$ cat config.mk
export PLATFORM = sky130hd
export DESIGN_NAME = i2cic_top
export DESIGN_NICKNAME = d
export VERILOG_FILES = /design/src/verilog/i2cic_pkg.sv /design/src/verilog/i2cic_top.sv
export VERILOG_INCLUDE_DIRS = /design/src /design/src/verilog
export SDC_FILE = /design/constraint.sdc
export NUM_CORES = 1
export LEC_CHECK = 0
export BUFFER_PORTS_ARGS = -buffer_cell sky130_fd_sc_hd__buf_2
export CAP_MARGIN = 25
export CORE_ASPECT_RATIO = 1.25
export CORE_MARGIN = 5
export CORE_UTILIZATION = 35
export DETAILED_ROUTE_END_ITERATION = 12
export HOLD_SLACK_MARGIN = 0.15
export MAX_ROUTING_LAYER = met4
export SETUP_SLACK_MARGIN = 0.1
export SYNTH_ARGS = -nofsm -noshare
export SYNTH_HDL_FRONTEND = slang
export SYNTH_SLANG_ARGS = --single-unit
$ cat constraint.sdc
create_clock -name clk -period 1.5 [get_ports clk]
set_clock_uncertainty 0.15 [all_clocks]
set_input_delay 0.075 -clock clk [delete_from_list [all_inputs] [get_ports clk]]
set_output_delay 0.075 -clock clk [all_outputs]
set_load 0.01 [all_outputs]
$ cat src/verilog/i2cic_defs.svh
`ifndef I2CIC_DEFS_SVH
`define I2CIC_DEFS_SVH
// register offsets
`define I2CIC_OFF_IRQCLK 8'h04
`define I2CIC_OFF_OADDR1 8'h08
`define I2CIC_OFF_OADDR2 8'h0C
// irq_and_clock_control fields
`define I2CIC_BUF_EN_BIT 10
`define I2CIC_EVT_EN_BIT 9
`define I2CIC_ERR_EN_BIT 8
`define I2CIC_FREQ_MSB 5
// primary_own_address fields
`define I2CIC_TEN_BIT_SEL 15
`define I2CIC_KEEP_ONE_BIT 14
// secondary_own_address fields
`define I2CIC_DUAL_EN_BIT 0
// reset values
`define I2CIC_RST_IRQCLK 16'h0000
`define I2CIC_RST_OADDR1 16'h0000
`define I2CIC_RST_OADDR2 16'h0000
// legal clock frequency setting range, MHz
`define I2CIC_FREQ_MIN 6'h02
`define I2CIC_FREQ_MAX 6'h30
// 10-bit header prefix
`define I2CIC_HDR10 5'h1E
// bits per byte on the link, with the acknowledge slot
`define I2CIC_DATA_BITS 4'h8
`define I2CIC_SLOT_BITS 4'h9
`endif

$ cat src/verilog/i2cic_pkg.sv
`default_nettype none
package i2cic_pkg;
  // status flags raised by the status logic
  typedef struct packed {
    logic tx_buffer_empty;
    logic rx_buffer_full;
    logic start_sent_flag;
    logic addr_matched_flag;
    logic ten_bit_header_flag;
    logic stop_seen_flag;
    logic byte_done_flag;
    logic bus_fault_flag;
    logic arbitration_lost_flag;
    logic ack_missing_flag;
    logic overrun_flag;
    logic pec_mismatch_flag;
  } i2cic_flags_s;

  // address phase tracker
  typedef enum logic [1:0] {
    I2CIC_IDLE = 2'b00,
    I2CIC_FIRST = 2'b01,
    I2CIC_SECOND = 2'b11,
    I2CIC_HOLD = 2'b10
  } i2cic_state_e;
endpackage : i2cic_pkg
`default_nettype wire

$ cat src/verilog/i2cic_top.sv
// Overview of operation
// buffer flags raise nothing while buffer enable clear
// buffer and event enables route buffer flags
// event enable gates every event interrupt
// start, address, header, stop flags are events
// byte done raises event without buffer flags
// error enable gates the five error flags
// software programs bus clock MHz into setting
// settings 2..48 valid, others disable timing
// bit 15 selects 7 or 10 bit address
// 7-bit uses bits 7:1, 10-bit uses 9:0
// software keeps bit 14 of address one
// dual enable adds the second own address
// second address bits 7:1, compared when dual
// dual addressing ignored in 10-bit mode
// software rewrites reserved fields with reset value
// checksum mismatch forces not-acknowledge
// interrupt lines are OR of enabled flags
`include "i2cic_defs.svh"
`default_nettype none
module i2cic_top
  import i2cic_pkg::*;
(
  // clock and reset
  input wire logic clk,
  input wire logic sys_rst,
  // peripheral bus
  input wire logic psel,
  input wire logic penable,
  input wire logic pwrite,
  input wire logic [7:0] paddr,
  input wire logic [31:0] pwdata,
  output logic [31:0] prdata,
  output logic pready,
  output logic pslverr,
  // status flags from the status logic
  input wire i2cic_flags_s flags,
  input wire logic ack_enable,
  // serial link pins, sampled
  input wire logic scl_in,
  input wire logic sda_in,
  // results
  output logic event_irq,
  output logic error_irq,
  output logic [5:0] pclk_mhz_setting,
  output logic timing_enable,
  output logic ack_allow,
  output logic addr_match,
  output logic match_second
);
  // ----------------------------------------------------------------
  // registers
  // ----------------------------------------------------------------
  logic buffer_irq_enable;
  logic event_irq_enable;
  logic error_irq_enable;
  logic ten_bit_select;
  logic keep_one;
  logic [9:0] own_addr;
  logic [6:0] second_own_addr;
  logic two_address_enable;
  function automatic logic hit(input logic [7:0] a, input logic [7:0] off);
    hit = (a == off);
  endfunction
  logic wr_access;
  logic rd_setup;
  logic mapped;
  assign wr_access = psel && penable && pwrite;
  assign rd_setup = psel && !penable && !pwrite;
  assign mapped = hit(paddr, `I2CIC_OFF_IRQCLK) ||
                  hit(paddr, `I2CIC_OFF_OADDR1) ||
                  hit(paddr, `I2CIC_OFF_OADDR2);
  assign pready = 1'b1;
  assign pslverr = psel && penable && !mapped;
  always_ff @(posedge clk) begin
    if (sys_rst) begin
      buffer_irq_enable <= 1'(`I2CIC_RST_IRQCLK >> `I2CIC_BUF_EN_BIT);
      event_irq_enable <= 1'b0;
      error_irq_enable <= 1'b0;
      pclk_mhz_setting <= 6'h00;
    end else if (wr_access && hit(paddr, `I2CIC_OFF_IRQCLK)) begin
      buffer_irq_enable <= pwdata[`I2CIC_BUF_EN_BIT];
      event_irq_enable <= pwdata[`I2CIC_EVT_EN_BIT];
      error_irq_enable <= pwdata[`I2CIC_ERR_EN_BIT];
      pclk_mhz_setting <= pwdata[`I2CIC_FREQ_MSB:0];
    end
  end
  always_ff @(posedge clk) begin
    if (sys_rst) begin
      ten_bit_select <= 1'b0;
      keep_one <= 1'b0;
      own_addr <= 10'h000;
    end else if (wr_access && hit(paddr, `I2CIC_OFF_OADDR1)) begin
      ten_bit_select <= pwdata[`I2CIC_TEN_BIT_SEL];
      keep_one <= pwdata[`I2CIC_KEEP_ONE_BIT];
      own_addr <= pwdata[9:0];
    end
  end
  always_ff @(posedge clk) begin
    if (sys_rst) begin
      second_own_addr <= 7'h00;
      two_address_enable <= 1'b0;
    end else if (wr_access && hit(paddr, `I2CIC_OFF_OADDR2)) begin
      second_own_addr <= pwdata[7:1];
      two_address_enable <= pwdata[`I2CIC_DUAL_EN_BIT];
    end
  end
  // read data captured in the setup phase, reserved bits zero
  always_ff @(posedge clk) begin
    if (sys_rst) begin
      prdata <= 32'h0000_0000;
    end else if (rd_setup) begin
      if (hit(paddr, `I2CIC_OFF_IRQCLK)) begin
        prdata <= {21'h0_0000, buffer_irq_enable, event_irq_enable,
                   error_irq_enable, 2'h0, pclk_mhz_setting};
      end else if (hit(paddr, `I2CIC_OFF_OADDR1)) begin
        prdata <= {16'h0000, ten_bit_select, keep_one, 4'h0, own_addr};
      end else if (hit(paddr, `I2CIC_OFF_OADDR2)) begin
        prdata <= {24'h000000, second_own_addr, two_address_enable};
      end else begin
        prdata <= 32'h0000_0000;
      end
    end
  end
  // ----------------------------------------------------------------
  // interrupt combining
  // ----------------------------------------------------------------
  logic buf_src;
  logic evt_src;
  logic err_src;
  assign buf_src = flags.tx_buffer_empty || flags.rx_buffer_full;
  assign evt_src = flags.start_sent_flag || flags.addr_matched_flag ||
                   flags.ten_bit_header_flag || flags.stop_seen_flag ||
                   (flags.byte_done_flag && !buf_src) ||
                   (buffer_irq_enable && buf_src); // see R1
  assign err_src = flags.bus_fault_flag || flags.arbitration_lost_flag ||
                   flags.ack_missing_flag || flags.overrun_flag ||
                   flags.pec_mismatch_flag;
  always_ff @(posedge clk) begin
    if (sys_rst) begin
      event_irq <= 1'b0;
      error_irq <= 1'b0;
    end else begin
      event_irq <= event_irq_enable && evt_src; // see R3
      error_irq <= error_irq_enable && err_src; // see R6
    end
  end
  // clock setting check and forced not-acknowledge
  always_ff @(posedge clk) begin
    if (sys_rst) begin
      timing_enable <= 1'b0;
    end else begin
      timing_enable <= (pclk_mhz_setting >= `I2CIC_FREQ_MIN) &&
                       (pclk_mhz_setting <= `I2CIC_FREQ_MAX);
    end
  end
  assign ack_allow = ack_enable && !flags.pec_mismatch_flag;
  // ----------------------------------------------------------------
  // link sampling and own address compare
  // ----------------------------------------------------------------
  logic [2:0] scl_pipe;
  logic [2:0] sda_pipe;
  always_ff @(posedge clk) begin
    if (sys_rst) begin
      {scl_pipe, sda_pipe} <= 6'h3F;
    end else begin
      scl_pipe <= {scl_pipe[1:0], scl_in};
      sda_pipe <= {sda_pipe[1:0], sda_in};
    end
  end
  logic scl_rise;
  logic start_seen;
  logic stop_seen;
  assign scl_rise = scl_pipe[1] && !scl_pipe[2];
  assign start_seen = scl_pipe[1] && scl_pipe[2] &&
                      sda_pipe[2] && !sda_pipe[1];
  assign stop_seen = scl_pipe[1] && scl_pipe[2] &&
                     !sda_pipe[2] && sda_pipe[1];
  i2cic_state_e state;
  logic [3:0] bit_cnt;
  logic [7:0] shreg;
  logic [7:0] next_byte;
  logic byte_end;
  logic first_hit;
  logic second_hit;
  logic header_hit;
  logic low_hit;
  assign next_byte = {shreg[6:0], sda_pipe[1]};
  assign byte_end = scl_rise && (bit_cnt == `I2CIC_DATA_BITS - 4'h1);
  assign first_hit = !ten_bit_select &&
                     (next_byte[7:1] == own_addr[7:1]); // see R9
  assign second_hit = !ten_bit_select && two_address_enable &&
                      (next_byte[7:1] == second_own_addr);
  assign header_hit = ten_bit_select &&
                      (next_byte[7:1] == {`I2CIC_HDR10, own_addr[9:8]});
  assign low_hit = next_byte == own_addr[7:0];
  always_ff @(posedge clk) begin
    if (sys_rst) begin
      bit_cnt <= 4'h0;
      shreg <= 8'h00;
    end else if (start_seen || state == I2CIC_IDLE) begin
      bit_cnt <= 4'h0;
      shreg <= 8'h00;
    end else if (scl_rise) begin
      shreg <= next_byte;
      bit_cnt <= (bit_cnt == `I2CIC_SLOT_BITS - 4'h1) ? 4'h0 :
                 bit_cnt + 4'h1;
    end
  end
  always_ff @(posedge clk) begin
    if (sys_rst) begin
      state <= I2CIC_IDLE;
    end else if (start_seen) begin
      state <= I2CIC_FIRST;
    end else if (stop_seen) begin
      state <= I2CIC_IDLE;
    end else if (byte_end) begin
      case (state)
        I2CIC_FIRST: state <= header_hit ? I2CIC_SECOND : I2CIC_HOLD;
        I2CIC_SECOND: state <= I2CIC_HOLD;
        I2CIC_HOLD: state <= I2CIC_HOLD;
        default: state <= I2CIC_IDLE;
      endcase
    end
  end
  always_ff @(posedge clk) begin
    if (sys_rst) begin
      addr_match <= 1'b0;
      match_second <= 1'b0;
    end else begin
      addr_match <= byte_end && !start_seen && !stop_seen &&
                    ((state == I2CIC_FIRST && (first_hit || second_hit)) ||
                     (state == I2CIC_SECOND && low_hit));
      match_second <= byte_end && state == I2CIC_FIRST &&
                      !first_hit && second_hit;
    end
  end
  // ----------------------------------------------------------------
  // checks
  // ----------------------------------------------------------------
  property p_buf_gate;
    @(posedge clk) disable iff (sys_rst)
    (!buffer_irq_enable && !flags.start_sent_flag &&
     !flags.addr_matched_flag && !flags.ten_bit_header_flag &&
     !flags.stop_seen_flag && !(flags.byte_done_flag &&
     !flags.tx_buffer_empty && !flags.rx_buffer_full)) |=> !event_irq;
  endproperty
  a_buf_gate: assert property (p_buf_gate)
    else $error("buffer flag raised event irq while disabled");
  property p_buf_route;
    @(posedge clk) disable iff (sys_rst)
    (buffer_irq_enable && event_irq_enable && flags.rx_buffer_full)
      |=> event_irq;
  endproperty
  a_buf_route: assert property (p_buf_route)
    else $error("receive flag did not raise event irq");
  property p_evt_off;
    @(posedge clk) disable iff (sys_rst)
    !event_irq_enable |=> !event_irq;
  endproperty
  a_evt_off: assert property (p_evt_off)
    else $error("event irq while event enable clear");
  property p_evt_src;
    @(posedge clk) disable iff (sys_rst)
    (event_irq_enable && flags.stop_seen_flag) |=> event_irq;
  endproperty
  a_evt_src: assert property (p_evt_src)
    else $error("stop flag did not raise event irq");
  property p_byte_done;
    @(posedge clk) disable iff (sys_rst)
    (event_irq_enable && flags.byte_done_flag && !flags.tx_buffer_empty &&
     !flags.rx_buffer_full) |=> event_irq;
  endproperty
  a_byte_done: assert property (p_byte_done)
    else $error("byte done did not raise event irq");
  property p_err;
    @(posedge clk) disable iff (sys_rst)
    (error_irq_enable && flags.overrun_flag) |=> error_irq;
  endproperty
  a_err: assert property (p_err)
    else $error("overrun did not raise error irq");
  property p_freq;
    @(posedge clk) disable iff (sys_rst)
    (pclk_mhz_setting == 6'h31) |=> !timing_enable;
  endproperty
  a_freq: assert property (p_freq)
    else $error("timing enabled for invalid setting");
  property p_nack;
    @(posedge clk) disable iff (sys_rst)
    flags.pec_mismatch_flag |-> !ack_allow;
  endproperty
  a_nack: assert property (p_nack)
    else $error("acknowledge allowed on checksum mismatch");
  property p_dual10;
    @(posedge clk) disable iff (sys_rst)
    match_second |-> $past(two_address_enable) && !$past(ten_bit_select);
  endproperty
  a_dual10: assert property (p_dual10) // see R12
    else $error("second address matched while not allowed");
endmodule // i2cic_top
`default_nettype wire

==> summary.txt <==
CTS
  • Num CTS Buffers: 9
  • Worst skew pair latency: 0.35 ns
  • Clock root cell: clkbuf_8
  • CTS tree: done
  • Clock Tree Buf Depth: 2
  • H-Tree Depth: 3
  • Clk slew on worst S/H paths: 0.08 ns
  • Clock tree sinks: 66

Critical path
  • Max incr delay on CP: 0.54 ns
  • Arr. time, crit path: 1.69 ns
  • Crit Path Class: reg -> reg
  • Req. time, crit path: 1.60 ns
  • CP top delay family: simple AND/OR/NAND/NOR gates
  • Crit start category: flop
  • Crit end category: flop
  • Max FO, Critical Path: 3
  • Slowest CP cell: or4_4
  • Critical path buffers and inverters: 0
  • Worst-path cell chain: nand4b_1 > or4_4 > a2111oi_2

Placement
  • Number of buffers added on ports: 66
  • Pre-CTS WS: -0.0754 ns
  • Detailed placement HPWL: 5930 µm
  • Inst Count DP: 551
  • GPL Wtd Cong: 0.813

Worst hold path
  • Worst Hold Class: in -> reg

Floorplanning
  • Die extent in x: 94.2 µm
  • Row cnt: 38
  • I/O pin cnt: 106
  • Die ar.: 0.0109 mm²
  • Die height: 115 µm
  • Core ar.: 0.00865 mm²
  • Starting Density: 0.358

Routing
  • 1st-iter DRT viols: 155
  • Drt first pass iters: 4
  • WL/cell: 13.7 µm
  • Remaining DRCs: 0
  • Final WL: 8210 µm
  • Antenna viol nets, final: 0
  • Via/cell ratio: 4.73
  • Via count: 2825

Logic synthesis
  • Synthesized area: 0.00310 mm²
  • Synth unique cells: 47
  • Post-Syn Instances: 354
  • Post-Syn Area per Cell: 8.76 µm²
  • Seq cells post-synth: 66
  • Largest area contributor in the netlist: dfxtp_1
  • Yosys top cell area share: 0.426
  • Seq/Total Area, Yosys: 0.426
  • EDFF count, synth: 0
  • Largest cells by area after synthesis: dfxtp_1 (43%), mux2i_1 (7.4%), buf_4 (5.3%), nand2_1 (5.2%), a21oi_1 (4.2%)
  • Share of flip-flops with an asynchronous set or reset: 0
  • Most used DFF post-synth: dfxtp_1
  • Ys Warns: 0

Final layout
  • Commonest cells after routing, fill and taps aside: buf_2 (64), dfxtp_1 (56), nand2_1 (42)
  • Antenna cells: 0
  • Nets: 534
  • Layout cells sized above 1: 0.329
  • Commonest non-fill, non-tap cell in the layout: buf_2
  • Fillcell total: 841
  • Post-synthesis to final-layout area growth: 39.7%
  • Final Non-Filler Cells: 597
  • Util after Layout: 0.501

Timing
  • Final Hold Vio Count: 0
  • Unrepaired setup endpoints after global routing: true
  • Final min period: 1.59 ns
  • Final worst-path cycle share: 1.06
  • Final worst setup slack: -0.0867 ns
  • Highest clock rate: 630 MHz
  • Max-slew violations: 0
  • # setup viols final: 1

GRT
  • Initial antenna violation count: 0
  • First-pass GRT wire length: 13700 µm
  • Largest net degree at the start of global routing: 54
  • Number of global-route vias before repair: 2885
  • Total gr overflow: 0
  • Total Routing Usage GR: 0.166

Outcome
  • Failing checks: negative setup slack
  • Status: complete, but fails checks

Pwr
  • P_leak: 1.85 nW
  • Worst VDD drop: 0.000456 V
  • Cell area power density: 809 mW/mm²

Flow run
  • Max-cap check violation count: 0
-- power breakdown --
part	internal (mW)	switching, mW
sequential	1.76	0.00603
clock	0.762	0.684
combinational	0.145	0.145
-- worst register-to-register path, stage by stage, from the launching register on --
cell       delay [ns]
dfxtp_2          0.34
nand4b_1         0.17
or4_4            0.54
a2111oi_2        0.29
-- cells in the mapped netlist (all sizes together) (5+ instances only) --
| master | count |
|---|---|
| a22oi | 6 |
| nand2 | 43 |
| dfxtp | 66 |
| buf | 26 |
| nand3 | 21 |
| mux2i | 23 |
| nor3 | 7 |
| o2bb2ai | 6 |
| a21oi | 26 |
| xor2 | 12 |
| xnor2 | 5 |
| clkbuf | 15 |
| o21ai | 5 |
| nor4 | 6 |
| or2 | 6 |
| nor2 | 32 |
-- per-stage QoR --
| step | cell area (µm²) | TNS [ns] | hold slack, ns | power [mW] |
|---|---|---|---|---|
| floorplan | 3180 | -0.0713 | 0.0288 | 1.96 |
| global placement | 3710 | -0.152 | 0.112 | 2.03 |
| detailed placement | 3710 | -0.185 | 0.115 | 2.03 |
| CTS | 4240 | -0.0847 | 0.158 | 3.53 |
| global route | 4330 | -0.223 | 0.180 | 3.66 |
| finish | 4330 | -0.0867 | 0.161 | 3.50 |
-- logic make-up (layout without fill, tap and decap cells) --
group	Yosys count	count (layout)	synth area share
AO/OA/AOI/OAI	53	53	0.109
XOR/XNOR	17	17	0.0480
adder cells (fa/ha/maj)	2	2	0.00807
buffers and inverters	45	150	0.0864
flip-flops	66	66	0.426
multiplexers	23	23	0.0743
other	2	20	0.00242
AND/OR/NAND/NOR	146	146	0.246
-- per-layer routing --
metal / track usage / part of all wire / vias to the layer above
met2: 0.270 / 0.50 / 58
met5: - / 0 / -
li1: - / - / 1420
met3: 0.0255 / 0.031 / 14
met1: 0.198 / 0.44 / 1333
met4: 0.0848 / 0.022 / 0
-- flip-flops by register name (all words and copies together) (netlist names), 2 cells and up --
register,count
sda_pipe,3
own_addr,10
second_own_addr,7
shreg,7
scl_pipe,3
bit_cnt,4
pclk_mhz_setting,6
state,2
prdata,13
-- timing repair --
item	in CTS	in global routing
hold buffers	28	0
cloned	0	0
setup endpoints to repair	12	16
gates resized for setup	15	20
pin swaps	4	9
endpoints found under the hold margin	64	0
buffers inserted	0	2
-- cell type report --
class,count,area [µm²],area share
clock inverters,5,55.1,0.0127
inverters,4,15.0,0.00347
repair buffers,130,955,0.220
well taps,120,150,0.0347
clock buffers,11,131,0.0303
multi-input cells,261,1690,0.391
flip-flops and latches,66,1330,0.308
-- final timing paths --
check	startpoint	to	slack (ns)	cells after the start
max	shreg[2]	state[0]	-0.09	3
min	paddr[6]	own_addr[4]	0.16	6
max reg2reg	shreg[2]	state[0]	-0.09	3
min reg2reg	scl_pipe[0]	scl_pipe[1]	0.27	1
(Power assumes the default switching activity.)
